<file path="config.mk">
export PLATFORM = sky130hd
export DESIGN_NAME = csl_top
export DESIGN_NICKNAME = d
export VERILOG_FILES = /design/src/hw/csl_pkg.sv /design/src/hw/csl_in_filter.sv /design/src/hw/csl_meas_seq.sv /design/src/hw/csl_top.sv
export SDC_FILE = /design/constraint.sdc
export NUM_CORES = 1
export LEC_CHECK = 0
export BUFFER_PORTS_ARGS = -buffer_cell sky130_fd_sc_hd__buf_2
export CORE_MARGIN = 5
export CORE_UTILIZATION = 45
export CTS_BUF_LIST = sky130_fd_sc_hd__clkbuf_16
export DETAILED_ROUTE_END_ITERATION = 16
export SETUP_SLACK_MARGIN = 0.4
export SYNTH_ARGS = -nofsm -noshare
export SYNTH_HDL_FRONTEND = slang
export SYNTH_HIERARCHICAL = 1
export SYNTH_SLANG_ARGS = --single-unit
</file>
<file path="constraint.sdc">
create_clock -name core_clk_in -period 5.5 [get_ports core_clk_in]
set_clock_uncertainty 0.15 [all_clocks]
set_input_delay 1.1 -clock core_clk_in [delete_from_list [all_inputs] [get_ports core_clk_in]]
set_output_delay 1.1 -clock core_clk_in [all_outputs]
set_load 0.1 [all_outputs]
</file>
<file path="src/hw/csl_pkg.sv">
// Shared constants and types for the compass serial slave and mode controller.
// Assumes a single core clock of 250 MHz; all times are converted from it.
package csl_pkg;

    localparam int CLK_PERIOD_PS = 4000;

    // Bus input glitch rejection: pulses of this width or less are dropped.
    localparam int GLITCH_NS  = 50;
    localparam int GLITCH_CYC = (GLITCH_NS * 1000) / CLK_PERIOD_PS;
    localparam logic [3:0] GLITCH_LIM = 4'(GLITCH_CYC);

    // Whole measurement (temperature plus three axes), typical figure.
    localparam int MEAS_TIME_NS  = 12560000;
    localparam int MEAS_TIME_CYC = MEAS_TIME_NS / (CLK_PERIOD_PS / 1000);
    localparam int MEAS_STEPS = 4;

    // Slave address: fixed high part then the two select pins.
    localparam logic [4:0] SLV_ADDR_FIXED = 5'h07;

    // Register addresses.
    localparam logic [7:0] ADDR_STATUS = 8'hC0;
    localparam logic [7:0] ADDR_TEMP   = 8'hC1;
    localparam logic [7:0] ADDR_XRES   = 8'hC2;
    localparam logic [7:0] ADDR_YRES   = 8'hC3;
    localparam logic [7:0] ADDR_ZRES   = 8'hC4;
    localparam logic [7:0] ADDR_MODE   = 8'hE0;
    localparam logic [7:0] ADDR_XOFS   = 8'hE1;
    localparam logic [7:0] ADDR_YOFS   = 8'hE2;
    localparam logic [7:0] ADDR_ZOFS   = 8'hE3;
    localparam logic [7:0] ADDR_XGAIN  = 8'hE4;
    localparam logic [7:0] ADDR_YGAIN  = 8'hE5;
    localparam logic [7:0] ADDR_ZGAIN  = 8'hE6;

    // Mode setting register fields.
    localparam int MODE_LSB = 0;
    localparam int MODE_MSB = 1;
    localparam int WEN_LSB  = 3;
    localparam int WEN_MSB  = 7;
    localparam logic [1:0] CODE_MEAS = 2'h0;
    // Status register bit positions.
    localparam int ST_INT_BIT = 0;
    localparam int ST_WEN_BIT = 1;

    localparam logic [7:0] BYTE_ZERO = 8'h00;
    localparam logic [3:0] BITS_BYTE = 4'h8;
    localparam logic [3:0] BIT_LAST  = 4'h7;

    typedef enum logic [1:0] {
        MODE_PD,
        MODE_MEAS,
        MODE_EEP
    } csl_mode_t;

    typedef enum logic [2:0] {
        BUS_IDLE,
        BUS_ADDR,
        BUS_ADDR_ACK,
        BUS_WR_BYTE,
        BUS_WR_ACK,
        BUS_RD_BYTE,
        BUS_RD_ACK
    } csl_bus_t;

endpackage

</file>
<file path="src/hw/csl_in_filter.sv">
// Two-flop synchroniser and glitch filter for each serial bus pin.
// Assumes the pins are asynchronous to core_clk_in and idle high.
`timescale 1ns/1ps
module csl_in_filter
    import csl_pkg::*;
#(
    parameter int W = 2
) (
    input  wire logic         core_clk_in,
    input  wire logic         reset_n_in,
    input  wire logic         clk_en_in,
    input  wire logic [W-1:0] pin_in,
    output wire logic [W-1:0] filt_out
);
    genvar i;
    generate
        for (i = 0; i < W; i++) begin : g_bit
            logic       meta_q;
            logic       sync_q;
            logic [3:0] cnt_q;
            logic [3:0] cnt_d;
            logic       filt_q;
            logic       filt_d;

            // A new level is accepted only after it has held one cycle
            // longer than the widest pulse that must be rejected.
            always_comb begin
                cnt_d  = cnt_q;
                filt_d = filt_q;
                if (sync_q == filt_q) begin
                    cnt_d = 4'h0;
                end else if (cnt_q == GLITCH_LIM) begin
                    filt_d = sync_q;
                    cnt_d  = 4'h0;
                end else begin
                    cnt_d = cnt_q + 4'h1;
                end
            end

            always_ff @(posedge core_clk_in or negedge reset_n_in) begin
                if (!reset_n_in) begin
                    meta_q <= 1'b1;
                    sync_q <= 1'b1;
                    cnt_q  <= 4'h0;
                    filt_q <= 1'b1;
                end else if (clk_en_in) begin
                    meta_q <= pin_in[i];
                    sync_q <= meta_q;
                    cnt_q  <= cnt_d;
                    filt_q <= filt_d;
                end
            end

            assign filt_out[i] = filt_q;
        end
    endgenerate
endmodule

</file>
<file path="src/hw/csl_meas_seq.sv">
// Measurement sequencer: temperature, then X, Y and Z, one time slot each.
// Assumes the analog converter output is valid at the end of each slot.
`timescale 1ns/1ps
module csl_meas_seq
    import csl_pkg::*;
#(
    parameter int SLOT_CYC = MEAS_TIME_CYC / MEAS_STEPS
) (
    input  wire logic       core_clk_in,
    input  wire logic       reset_n_in,
    input  wire logic       clk_en_in,
    input  wire logic       start_in,
    output logic            busy_out,
    output logic            step_out,
    output logic [1:0]      step_idx_out,
    output logic            done_out
);
    localparam logic [23:0] SLOT_LAST = 24'(SLOT_CYC - 1);
    localparam logic [1:0]  IDX_LAST  = 2'(MEAS_STEPS - 1);

    logic        busy_q;
    logic        busy_d;
    logic [23:0] cnt_q;
    logic [23:0] cnt_d;
    logic [1:0]  idx_q;
    logic [1:0]  idx_d;
    logic        slot_end;

    assign slot_end = busy_q && (cnt_q == SLOT_LAST);

    always_comb begin
        busy_d = busy_q;
        cnt_d  = cnt_q;
        idx_d  = idx_q;
        if (start_in && !busy_q) begin
            busy_d = 1'b1;
            cnt_d  = 24'h000000;
            idx_d  = 2'h0;
        end else if (slot_end) begin
            cnt_d = 24'h000000;
            idx_d = idx_q + 2'h1;
            if (idx_q == IDX_LAST) begin
                busy_d = 1'b0;
            end
        end else if (busy_q) begin
            cnt_d = cnt_q + 24'h000001;
        end
    end

    always_ff @(posedge core_clk_in or negedge reset_n_in) begin
        if (!reset_n_in) begin
            busy_q <= 1'b0;
            cnt_q  <= 24'h000000;
            idx_q  <= 2'h0;
        end else if (clk_en_in) begin
            busy_q <= busy_d;
            cnt_q  <= cnt_d;
            idx_q  <= idx_d;
        end
    end

    assign busy_out     = busy_q;
    assign step_out     = slot_end;
    assign step_idx_out = idx_q;
    assign done_out     = slot_end && (idx_q == IDX_LAST);
endmodule

</file>
<file path="src/hw/csl_top.sv">
// Compass two-wire serial slave, register file and operating-mode control.
// Assumes SCL/SDA arrive from external pull-up wires and the converter
// outputs are synchronous to core_clk_in.
`timescale 1ns/1ps
module csl_top
    import csl_pkg::*;
#(
    parameter int         SLOT_CYC = MEAS_TIME_CYC / MEAS_STEPS,
    parameter logic [1:0] CODE_PD  = 2'h3,
    parameter logic [1:0] CODE_EEP = 2'h2,
    parameter logic [4:0] WEN_KEY  = 5'h15
) (
    input  wire logic       core_clk_in,
    input  wire logic       reset_n_in,
    input  wire logic       clk_en_in,
    input  wire logic       scl_in,
    input  wire logic       sda_in,
    output logic            sda_out,
    output logic            sda_oe_out,
    input  wire logic       addr_sel_hi_pin_in,
    input  wire logic       addr_sel_lo_pin_in,
    input  wire logic [7:0] temp_adc_in,
    input  wire logic [7:0] x_adc_in,
    input  wire logic [7:0] y_adc_in,
    input  wire logic [7:0] z_adc_in,
    output logic            int_out,
    output logic            meas_active_out,
    output logic            eeprom_mode_out,
    output logic            eeprom_wr_en_out,
    output logic [7:0]      x_offset_out,
    output logic [7:0]      y_offset_out,
    output logic [7:0]      z_offset_out,
    output logic [3:0]      x_gain_out,
    output logic [3:0]      y_gain_out,
    output logic [3:0]      z_gain_out
);
    logic [1:0] filt;
    logic [1:0] sel_meta_q;
    logic [1:0] sel_sync_q;
    logic       seq_busy;
    logic       seq_step;
    logic [1:0] seq_idx;
    logic       seq_done;
    logic       seq_start;

    csl_in_filter #(.W(2)) u_filt (
        .core_clk_in (core_clk_in),
        .reset_n_in  (reset_n_in),
        .clk_en_in   (clk_en_in),
        .pin_in      ({scl_in, sda_in}),
        .filt_out    (filt)
    );

    csl_meas_seq #(.SLOT_CYC(SLOT_CYC)) u_seq (
        .core_clk_in  (core_clk_in),
        .reset_n_in   (reset_n_in),
        .clk_en_in    (clk_en_in),
        .start_in     (seq_start),
        .busy_out     (seq_busy),
        .step_out     (seq_step),
        .step_idx_out (seq_idx),
        .done_out     (seq_done)
    );

    // Address select pins are static straps but still come from outside.
    always_ff @(posedge core_clk_in or negedge reset_n_in) begin
        if (!reset_n_in) begin
            sel_meta_q <= 2'h0;
            sel_sync_q <= 2'h0;
        end else if (clk_en_in) begin
            sel_meta_q <= {addr_sel_hi_pin_in, addr_sel_lo_pin_in};
            sel_sync_q <= sel_meta_q;
        end
    end

    csl_bus_t   bus_q, bus_d;
    csl_mode_t  mode_q, mode_d;
    logic       scl_p_q, sda_p_q;
    logic [3:0] cnt_q, cnt_d;
    logic [7:0] sh_q, sh_d;
    logic       rw_q, rw_d;
    logic       first_q, first_d;
    logic       mack_q, mack_d;
    logic       oe_q, oe_d;
    logic [7:0] addr_q, addr_d;
    logic       int_q, int_d;
    logic [4:0] wen_q, wen_d;
    logic [7:0] temp_q, temp_d, xr_q, xr_d, yr_q, yr_d, zr_q, zr_d;
    logic [7:0] xo_q, xo_d, yo_q, yo_d, zo_q, zo_d;
    logic [3:0] xg_q, xg_d, yg_q, yg_d, zg_q, zg_d;
    logic [7:0] rd_data;
    logic [1:0] mode_code;
    logic       scl_f, sda_f, start_c, stop_c, rise, fall;

    assign scl_f   = filt[1];
    assign sda_f   = filt[0];
    // Edge detection on the filtered bus levels.
    assign start_c = scl_f && scl_p_q && sda_p_q && !sda_f;
    assign stop_c  = scl_f && scl_p_q && !sda_p_q && sda_f;
    assign rise    = scl_f && !scl_p_q;
    assign fall    = !scl_f && scl_p_q;

    // Group wrap: results C0..C4 and settings E0..E6 roll to their base.
    function automatic logic [7:0] next_addr(input logic [7:0] a);
        if (a == ADDR_ZRES) begin
            next_addr = ADDR_STATUS;
        end else if (a == ADDR_ZGAIN) begin
            next_addr = ADDR_MODE;
        end else begin
            next_addr = a + 8'h01;
        end
    endfunction

    always_comb begin
        case (mode_q)
            MODE_MEAS: mode_code = CODE_MEAS;
            MODE_EEP:  mode_code = CODE_EEP;
            default:   mode_code = CODE_PD;
        endcase
    end

    // Every register stays readable whatever the mode.
    always_comb begin
        rd_data = BYTE_ZERO;
        case (addr_q)
            ADDR_STATUS: begin
                rd_data[ST_INT_BIT] = int_q;
                rd_data[ST_WEN_BIT] = (wen_q == WEN_KEY);
            end
            ADDR_TEMP:  rd_data = temp_q;
            ADDR_XRES:  rd_data = xr_q;
            ADDR_YRES:  rd_data = yr_q;
            ADDR_ZRES:  rd_data = zr_q;
            ADDR_MODE: begin
                rd_data[WEN_MSB:WEN_LSB]   = wen_q;
                rd_data[MODE_MSB:MODE_LSB] = mode_code;
            end
            ADDR_XOFS:  rd_data = xo_q;
            ADDR_YOFS:  rd_data = yo_q;
            ADDR_ZOFS:  rd_data = zo_q;
            ADDR_XGAIN: rd_data = {4'h0, xg_q};
            ADDR_YGAIN: rd_data = {4'h0, yg_q};
            ADDR_ZGAIN: rd_data = {4'h0, zg_q};
            default:    rd_data = BYTE_ZERO;
        endcase
    end

    always_comb begin
        logic       int_set;
        logic       int_clr;
        logic       wr_now;
        logic       rd_load;
        logic [1:0] code;
        int_set   = 1'b0;
        int_clr   = 1'b0;
        wr_now    = 1'b0;
        rd_load   = 1'b0;
        code      = sh_q[MODE_MSB:MODE_LSB];
        seq_start = 1'b0;
        bus_d = bus_q;  mode_d = mode_q;  cnt_d = cnt_q;  sh_d = sh_q;
        rw_d = rw_q;  first_d = first_q;  mack_d = mack_q;  oe_d = oe_q;
        addr_d = addr_q;  wen_d = wen_q;
        temp_d = temp_q;  xr_d = xr_q;  yr_d = yr_q;  zr_d = zr_q;
        xo_d = xo_q;  yo_d = yo_q;  zo_d = zo_q;
        xg_d = xg_q;  yg_d = yg_q;  zg_d = zg_q;

        if (start_c) begin
            bus_d = BUS_ADDR;
            cnt_d = 4'h0;
            oe_d  = 1'b0;
        end else if (stop_c) begin
            bus_d = BUS_IDLE;
            oe_d  = 1'b0;
        end else if (rise) begin
            if (bus_q == BUS_ADDR || bus_q == BUS_WR_BYTE) begin
                sh_d  = {sh_q[6:0], sda_f};
                cnt_d = cnt_q + 4'h1;
            end else if (bus_q == BUS_RD_ACK) begin
                mack_d = !sda_f;
            end
        end else if (fall) begin
            case (bus_q)
                BUS_ADDR: if (cnt_q == BITS_BYTE) begin
                    if (sh_q[7:1] == {SLV_ADDR_FIXED, sel_sync_q}) begin
                        bus_d = BUS_ADDR_ACK;
                        rw_d  = sh_q[0];
                        oe_d  = 1'b1;
                    end else begin
                        bus_d = BUS_IDLE;
                    end
                end
                BUS_ADDR_ACK: begin
                    cnt_d = 4'h0;
                    if (rw_q) begin
                        rd_load = 1'b1;
                    end else begin
                        bus_d   = BUS_WR_BYTE;
                        first_d = 1'b1;
                        oe_d    = 1'b0;
                    end
                end
                BUS_WR_BYTE: if (cnt_q == BITS_BYTE) begin
                    bus_d = BUS_WR_ACK;
                    oe_d  = 1'b1;
                    if (first_q) begin
                        addr_d  = sh_q;
                        first_d = 1'b0;
                    end else begin
                        wr_now = 1'b1;
                        addr_d = next_addr(addr_q);
                    end
                end
                BUS_WR_ACK: begin
                    bus_d = BUS_WR_BYTE;
                    cnt_d = 4'h0;
                    oe_d  = 1'b0;
                end
                BUS_RD_BYTE: begin
                    // Data changes only after SCL has gone low.
                    if (cnt_q == BIT_LAST) begin
                        bus_d = BUS_RD_ACK;
                        oe_d  = 1'b0;
                    end else begin
                        cnt_d = cnt_q + 4'h1;
                        sh_d  = {sh_q[6:0], 1'b0};
                        oe_d  = !sh_q[6];
                    end
                end
                BUS_RD_ACK: begin
                    cnt_d = 4'h0;
                    if (mack_q) begin
                        rd_load = 1'b1;
                    end else begin
                        bus_d = BUS_IDLE;
                    end
                end
                default: bus_d = BUS_IDLE;
            endcase
        end

        if (rd_load) begin
            bus_d  = BUS_RD_BYTE;
            sh_d   = rd_data;
            oe_d   = !rd_data[7];
            addr_d = next_addr(addr_q);
            // Only the address actually sent decides the clear.
            if (addr_q >= ADDR_TEMP && addr_q <= ADDR_ZRES) begin
                int_clr = 1'b1;
            end
        end

        if (wr_now) begin
            case (addr_q)
                ADDR_MODE: begin
                    wen_d = sh_q[WEN_MSB:WEN_LSB];
                    if (code == CODE_PD) begin
                        mode_d = MODE_PD;
                    // A measurement cut short by power-down still runs to its end;
                    // no new mode starts until it has, so modes never overlap.
                    end else if (mode_q == MODE_PD && !seq_busy) begin
                        if (code == CODE_MEAS && !int_q) begin
                            mode_d    = MODE_MEAS;
                            seq_start = 1'b1;
                            xr_d = BYTE_ZERO;
                            yr_d = BYTE_ZERO;
                            zr_d = BYTE_ZERO;
                        end else if (code == CODE_EEP) begin
                            mode_d = MODE_EEP;
                            xr_d = BYTE_ZERO;
                            yr_d = BYTE_ZERO;
                            zr_d = BYTE_ZERO;
                        end
                    end
                end
                ADDR_XOFS:  xo_d = sh_q;
                ADDR_YOFS:  yo_d = sh_q;
                ADDR_ZOFS:  zo_d = sh_q;
                ADDR_XGAIN: xg_d = sh_q[3:0];
                ADDR_YGAIN: yg_d = sh_q[3:0];
                ADDR_ZGAIN: zg_d = sh_q[3:0];
                default: ;
            endcase
        end

        if (seq_step) begin
            case (seq_idx)
                2'h0:    temp_d = temp_adc_in;
                2'h1:    xr_d   = x_adc_in;
                2'h2:    yr_d   = y_adc_in;
                default: zr_d   = z_adc_in;
            endcase
        end
        if (seq_done) begin
            mode_d  = MODE_PD;
            int_set = 1'b1;
        end
        // A completion in the same cycle as a result read is kept.
        int_d = int_set || (int_q && !int_clr);
    end

    always_ff @(posedge core_clk_in or negedge reset_n_in) begin
        if (!reset_n_in) begin
            bus_q  <= BUS_IDLE;
            mode_q <= MODE_PD;
            scl_p_q <= 1'b1;  sda_p_q <= 1'b1;
            cnt_q <= 4'h0;  sh_q <= BYTE_ZERO;  rw_q <= 1'b0;
            first_q <= 1'b0;  mack_q <= 1'b0;  oe_q <= 1'b0;
            addr_q <= BYTE_ZERO;  int_q <= 1'b0;  wen_q <= 5'h00;
            temp_q <= BYTE_ZERO;  xr_q <= BYTE_ZERO;
            yr_q <= BYTE_ZERO;  zr_q <= BYTE_ZERO;
            // Settings are cleared here and nowhere else.
            xo_q <= BYTE_ZERO;  yo_q <= BYTE_ZERO;  zo_q <= BYTE_ZERO;
            xg_q <= 4'h0;  yg_q <= 4'h0;  zg_q <= 4'h0;
        end else if (clk_en_in) begin
            bus_q <= bus_d;  mode_q <= mode_d;
            scl_p_q <= scl_f;  sda_p_q <= sda_f;
            cnt_q <= cnt_d;  sh_q <= sh_d;  rw_q <= rw_d;
            first_q <= first_d;  mack_q <= mack_d;  oe_q <= oe_d;
            addr_q <= addr_d;  int_q <= int_d;  wen_q <= wen_d;
            temp_q <= temp_d;  xr_q <= xr_d;  yr_q <= yr_d;  zr_q <= zr_d;
            xo_q <= xo_d;  yo_q <= yo_d;  zo_q <= zo_d;
            xg_q <= xg_d;  yg_q <= yg_d;  zg_q <= zg_d;
        end
    end

    // Open-drain: the line is only ever pulled low.
    assign sda_out          = 1'b0;
    assign sda_oe_out       = oe_q;
    assign int_out          = int_q;
    assign meas_active_out  = seq_busy;
    assign eeprom_mode_out  = (mode_q == MODE_EEP);
    assign eeprom_wr_en_out = (mode_q == MODE_EEP) && (wen_q == WEN_KEY);
    assign x_offset_out     = xo_q;
    assign y_offset_out     = yo_q;
    assign z_offset_out     = zo_q;
    assign x_gain_out       = xg_q;
    assign y_gain_out       = yg_q;
    assign z_gain_out       = zg_q;
endmodule

</file>
==> summary.md, run 1 <==
| Metric | Value |
|---|---|
| Tot Pwr | 2570 uW |
| Startpoint Class | flop |
| Num rows | 50 |
| Placed cells | 1078 |
| Final Util | 0.514 |
| Detailed Place HPWL | 16500 um |
| Vias in the first global route | 6665 |
| Wirelength, routed | 23400 um |
| Post-Synthesis Cells | 801 |
| Global Route Usage Sum | 0.218 |
| Drt wl/cell | 21.0 um |
| Req. time, crit path | 5.65 ns |
| Clk sinks | 150 |
| # port buffers | 79 |
| Avg Inst Size Synth | 10.5 sq um |
| Placed instance area | 8980 sq um |
| Arr. time, crit path | 4.69 ns |
| Most common library cell in the layout ignoring fill and taps | dfrtp_1 |
| Fmax | 0.220 GHz |
| Root cell of the clock tree | clkbuf_16 |
| DR vias/cell | 6.07 |
| Setup CP Type | reg2reg |
| Antenna viol nets, final | 0 |
| Pwr/cell area | 269 nW/um^2 |
| Initial Util | 0.454 |
| Detailed Routing Iterations Pass 1 | 6 |
| Die height | 147 um |
| Crit path cell chain | inv_1 -> ha_1 -> nand2b_1 -> or4_4 -> or2_1 -> nor4_1 -> o21ai_2 -> nor4_1 -> nand3_1 -> xor2_1 -> nor2_1 |
| Cts hold-fix bufs | 0 |
| Die W | 147 um |
| Global-route wire length before repair | 37400 um |
| Number of nets in the layout | 923 |
| Worst-Margin Slew | 1.22 ns |
| Hold Crit Class | reg2reg |
| Fraction of layout cells with a size suffix above 1 | 0.223 |
| Final setup vio count | 0 |
| Setup TNS | 0 ns |
| Asr flop ratio synth | 1.00 |
| Cell mode on critical path | nor4_1 |
| Tmin final | 4.55 ns |
| Cell variety after synth | 90 |
| Clk buf depth | 2 |
| Iteration-0 DRC Markers | 705 |
| DRC | 0 |
| Vias | 6741 |
| Commonest non-fill, non-tap cells in the layout | dfrtp_1, buf_2, nor2_1, nand3_1, nand2_1 |
| Leak Pwr | 0.00451 uW |
| Mapped cell area | 8440 sq um |
| FF+latch count, synth | 150 |
| Non-Filler Instances | 1110 |
| Max Cap Violations | 0 |
| Synth warn | 6 |
| Max stage delay cell, worst path | nor4_1 |
| Worst-skew pair later-pin latency | 0.43 ns |
| Worst-path fanout max | 17 |
| Seq/Total Area, Yosys | 0.446 |
| Net Count, Synth | 861 |
| Slew Limit Fails | 0 |
| Crit. End Element | flop |
| Clock-pin slew on the worst setup and hold paths | 0.07 ns |
| Top_reg_cell synth | dfrtp_1 |
| Diodes inserted | 0 |
| Post-route cell area | 9550 sq um |
| Area growth from synthesis to layout | 13.2% |
| CORE AREA | 18600 sq um |
| Post-CTS Resized | 0 |
| DIE AREA | 21600 sq um |
| Max IR drop VDD | 222 uV |
| Endpoints failing hold | 0 |
| Slew HR | 0.184 |
| CTS tree | yes |
| Pin count of the biggest net entering global routing | 110 |
| Outcome | complete, no violations |
| # IOs | 81 |
| Routability cong. | 0.920 |
| Crit path buffers/inverters | 1 |
| Grt ovf | 0 |
| H-tree depth | 4 |
| Initial antenna violation count | 0 |
| Setup Buffers After CTS | 0 |
| Crit-path max cell delay | 0.86 ns |
| Number of buffers created by CTS | 17 |
| Post-synth EDFFs | 0 |
| Kind of cell adding the most delay to the critical path | simple AND/OR/NAND/NOR gates |
| Final worst-path cycle share | 0.827 |
| Unrepaired setup endpoints after global routing | no |
==> synthesized netlist by cell type, types with 12 or more instances <==
cell,instances,share of area
dfrtp_1,142,0.42
nand3_1,47,0.028
nor2_1,47,0.021
nand2_1,44,0.020
inv_1,37,0.016
a22o_1,32,0.033
mux2_1,28,0.037
mux2_2,27,0.036
o21ai_0,25,0.015
clkbuf_1,23,0.010
a21oi_1,21,0.012
ha_1,21,0.031
xor2_1,15,0.016
nor3_1,14,0.0083
buf_2,13,0.0077
o22ai_1,13,0.0096
a22oi_1,12,0.011
a31oi_1,12,0.0089
mux2_4,12,0.021
nand4_1,12,0.0089
==> per-stage QoR <==
| step | setup slack [ns] | hold WS [ns] |
|---|---|---|
| after floorplan | 1.69 | 0.308 |
| after global placement | 1.17 | 0.335 |
| after detailed placement | 1.06 | 0.336 |
| after CTS | 1.02 | 0.355 |
| after global routing | 0.675 | 0.368 |
| final | 0.951 | 0.357 |
==> per-layer routing <==
metal	global-route usage	vias to the layer above	wire [um]
li1	-	3121	-
met2	0.346	233	11000
met5	0	-	0
met1	0.303	3361	10700
met4	0.0592	0	340
met3	0.0475	26	1300
==> layout make-up <==
cell class,count,area (sq um)
Fill cell,1678,9030
Multi-Input combinational cell,569,4320
Sequential cell,150,3760
Timing Repair Buffer,88,469
Clock buffer,17,425
Tap cell,234,293
Clock inverter,15,143
Inverter,37,139
==> where the power goes <==
group / total (uW) / leakage [uW] / switching (uW) / internal [uW]
Combinational: 211 / 0.00225 / 127 / 84.7
Sequential: 1210 / 0.00198 / 61.9 / 1150
Clock: 1150 / 0.000277 / 514 / 635
Total: 2570 / 0.00451 / 703 / 1870
==> registers in the layout, indices dropped and copies added, names as in the netlist, 3 cells and up <==
| register | count |
|---|---|
| yr_q | 8 |
| wen_q | 5 |
| xr_q | 8 |
| bus_q | 3 |
| zr_q | 8 |
| u_seq/cnt_q | 24 |
| z_gain_out | 4 |
| y_gain_out | 4 |
| temp_q | 8 |
| y_offset_out | 8 |
| x_gain_out | 4 |
| sh_q | 8 |
| z_offset_out | 8 |
| addr_q | 8 |
| x_offset_out | 8 |
| cnt_q | 4 |
| u_filt/g_bit.cnt_q | 8 |
==> cells by family (layout without fill, tap and decap cells) <==
group,count (synthesis),in the layout,synth area share
XOR/XNOR,19,19,0.0206
other,1,1,0.000444
multiplexers,76,76,0.105
adder cells (fa/ha/maj),21,21,0.0311
AND/OR/NAND/NOR,253,253,0.176
AO/OA/AOI/OAI,199,199,0.178
buffers and inverters,82,157,0.0424
flip-flops,150,150,0.446
==> final timing paths <==
path,startpoint,end,slack (ns),cells past startpoint
min in group asynchronous,reset_n_in,z_gain_out[1],0.64,1
setup / recovery,scl_p_q,u_seq/cnt_q[22],0.95,11
setup reg to reg,scl_p_q,u_seq/cnt_q[22],0.95,11
max in group asynchronous,reset_n_in,sda_p_q,3.44,2
hold reg to reg,xr_q[7],xr_q[7],0.36,1
hold / removal,xr_q[7],xr_q[7],0.36,1
Power figures use the tool's default switching activity.
==> run 2: changes to the inputs <==
==> constraint.sdc (replaced) <==
create_clock -name core_clk_in -period 4.43 [get_ports core_clk_in]
set_clock_uncertainty 0.15 [all_clocks]
set_input_delay 0.886 -clock core_clk_in [delete_from_list [all_inputs] [get_ports core_clk_in]]
set_output_delay 0.886 -clock core_clk_in [all_outputs]
set_load 0.1 [all_outputs]
==> summary.md, run 2 (synthesis results as in run 1) <==
| Metric | Value |
|---|---|
| Outcome | complete, no violations |
| Req. time, crit path | 4.58 ns (-1.07 ns) |
| Top sig layer | met4 |
| Grt ovf | 0 (unchanged) |
| DRC | 0 (unchanged) |
| Max Cap Violations | 0 (unchanged) |
| Clock-pin slew on the worst setup and hold paths | 0.07 ns (about the same) |
| Final setup vio count | 0 (unchanged) |
| Root cell of the clock tree | clkbuf_16 |
| Fmax | 0.264 GHz (+20%) |
| Final Util | 0.518 (+0.00411) |
| Startpoint Class | flop |
| Detailed Routing Iterations Pass 1 | 5 (-1) |
| Clk buf depth | 2 (unchanged) |
| Crit. End Element | flop |
| DR vias/cell | 6.10 (+0.44%) |
| Leak Pwr | 0.00454 uW (+0.65%) |
| Slew HR | 0.239 (+0.0553) |
| Non-Filler Instances | 1115 (+0.45%) |
| Num rows | 50 (unchanged) |
| Pin count of the biggest net entering global routing | 86 (-22%) |
| Max stage delay cell, worst path | dfstp_2 |
| Initial Util | 0.454 (unchanged) |
| Die W | 147 um (unchanged) |
| Vias | 6801 (+0.89%) |
| DIE AREA | 21600 sq um (unchanged) |
| Arr. time, crit path | 3.95 ns (-0.74 ns) |
| Met3 routed WL | 1350 um (+4.4%) |
| Global Route Usage Sum | 0.215 (-0.00301) |
| Drt wl/cell | 20.6 um (-2.0%) |
| Setup CP Type | reg2reg |
| Max FFs per register | 24 (unchanged) |
| Vias in the first global route | 6780 (+1.7%) |
| Commonest non-fill, non-tap cells in the layout | dfrtp_1, buf_2, nor2_1, nand3_1, nand2_1 |
| Placed cells | 1083 (+0.46%) |
| Die height | 147 um (unchanged) |
| Wire length on met1 | 10300 um (-3.8%) |
| Global-route wire length before repair | 37400 um (+0.15%) |
| Unrepaired setup endpoints after global routing | yes |
| Number of nets in the layout | 928 (+0.54%) |
| Kind of cell adding the most delay to the critical path | simple AND/OR/NAND/NOR gates |
| Worst-Margin Slew | 1.14 ns (-0.0825 ns) |
| Crit path cell chain | inv_1 -> ha_1 -> nand2b_1 -> or4_4 -> or2_1 -> nor4_1 -> buf_4 -> o21ai_2 -> nor4_2 -> buf_4 -> nand3_1 -> xor2_1 -> nor2_1 |
| H-tree depth | 4 (unchanged) |
| Max IR drop VDD | 279 uV (+26%) |
| Most flop-heavy register | u_seq/cnt_q |
| Most common library cell in the layout ignoring fill and taps | dfrtp_1 |
| Met2 wire length | 11000 um (+0.12%) |
| Wirelength, routed | 23000 um (-1.5%) |
| # port buffers | 79 (unchanged) |
| # IOs | 81 (unchanged) |
| CTS tree | yes |
| Antenna viol nets, final | 0 (unchanged) |
| Number of buffers created by CTS | 17 (unchanged) |
| Tmin final | 3.79 ns (-0.755 ns) |
| Pwr/cell area | 335 nW/um^2 (+24%) |
| Crit path buffers/inverters | 3 (+2) |
| Final worst-path cycle share | 0.856 (+0.0293) |
| Cts hold-fix bufs | 0 (unchanged) |
| Detailed Place HPWL | 16500 um (-0.22%) |
| Endpoints failing hold | 0 (unchanged) |
| Hold Crit Class | in2async |
| Crit-path max cell delay | 0.56 ns (-0.30 ns) |
| CORE AREA | 18600 sq um (unchanged) |
| Worst-path fanout max | 17 (unchanged) |
| Clk sinks | 150 (unchanged) |
| Diodes inserted | 0 (unchanged) |
| Slew Limit Fails | 0 (unchanged) |
| Routability cong. | 0.905 (-1.6%) |
| Fraction of layout cells with a size suffix above 1 | 0.230 (+0.00782) |
| Cell mode on critical path | buf_4 |
| Setup TNS | 0 ns (unchanged) |
| Initial antenna violation count | 0 (unchanged) |
| Iteration-0 DRC Markers | 693 (-1.7%) |
| Area growth from synthesis to layout | 14.1% |
| Worst-skew pair later-pin latency | 0.43 ns (about the same) |
[run 2: cell type report]
cell class                 instances  area, sq um
fill                            1637         8950
multi-input combinational        569         4330
sequential                       150         3760
timing repair buffer              93          519
clock buffer                      17          425
tap                              234          293
clock inverter                    15          158
inverter                          37          139
[run 2: power breakdown]
group / internal [uW] / switching [uW]
logic: 106 / 158
clock network: 798 / 661
registers: 1420 / 76.7
total: 2330 / 896
[run 2: path summary, 6_finish.rpt]
check | cells after the start | slack, ns | from | endpoint
min reg2reg | 1 | 0.36 | zr_q[3] | zr_q[3]
max in group asynchronous | 2 | 2.93 | reset_n_in | u_filt/g_bit[0].meta_q
max | 13 | 0.64 | scl_p_q | u_seq/cnt_q[14]
min in group core_clk_in | 1 | 0.36 | zr_q[3] | zr_q[3]
max reg2reg | 13 | 0.64 | scl_p_q | u_seq/cnt_q[14]
min | 1 | 0.29 | reset_n_in | z_gain_out[2]
[run 2: timing repair]
item,4_1_cts,5_1_grt
setup endpoints to repair,0,5
resized for setup,0,2
buffers inserted,0,0
[run 2: metrics by stage]
step / hold slack (ns) / total power [uW] / worst slack, ns / area (sq um)
2_1_floorplan: 0.308 / 1700 / 0.625 / 8440
3_3_place_gp: 0.334 / 1770 / 0.721 / 9030
3_5_place_dp: 0.339 / 1790 / 0.653 / 9030
4_1_cts: 0.312 / 3250 / 0.629 / 9610
5_1_grt: 0.338 / 3360 / 0.434 / 9630
6_report: 0.295 / 3220 / 0.636 / 9630
[run 2: routing by layer]
| metal | GRT usage | vias to the layer above |
|---|---|---|
| met2 | 0.354 | 252 |
| met4 | 0.0480 | 0 |
| met1 | 0.295 | 3398 |
| li1 | - | 3114 |
| met5 | 0 | - |
| met3 | 0.0432 | 37 |
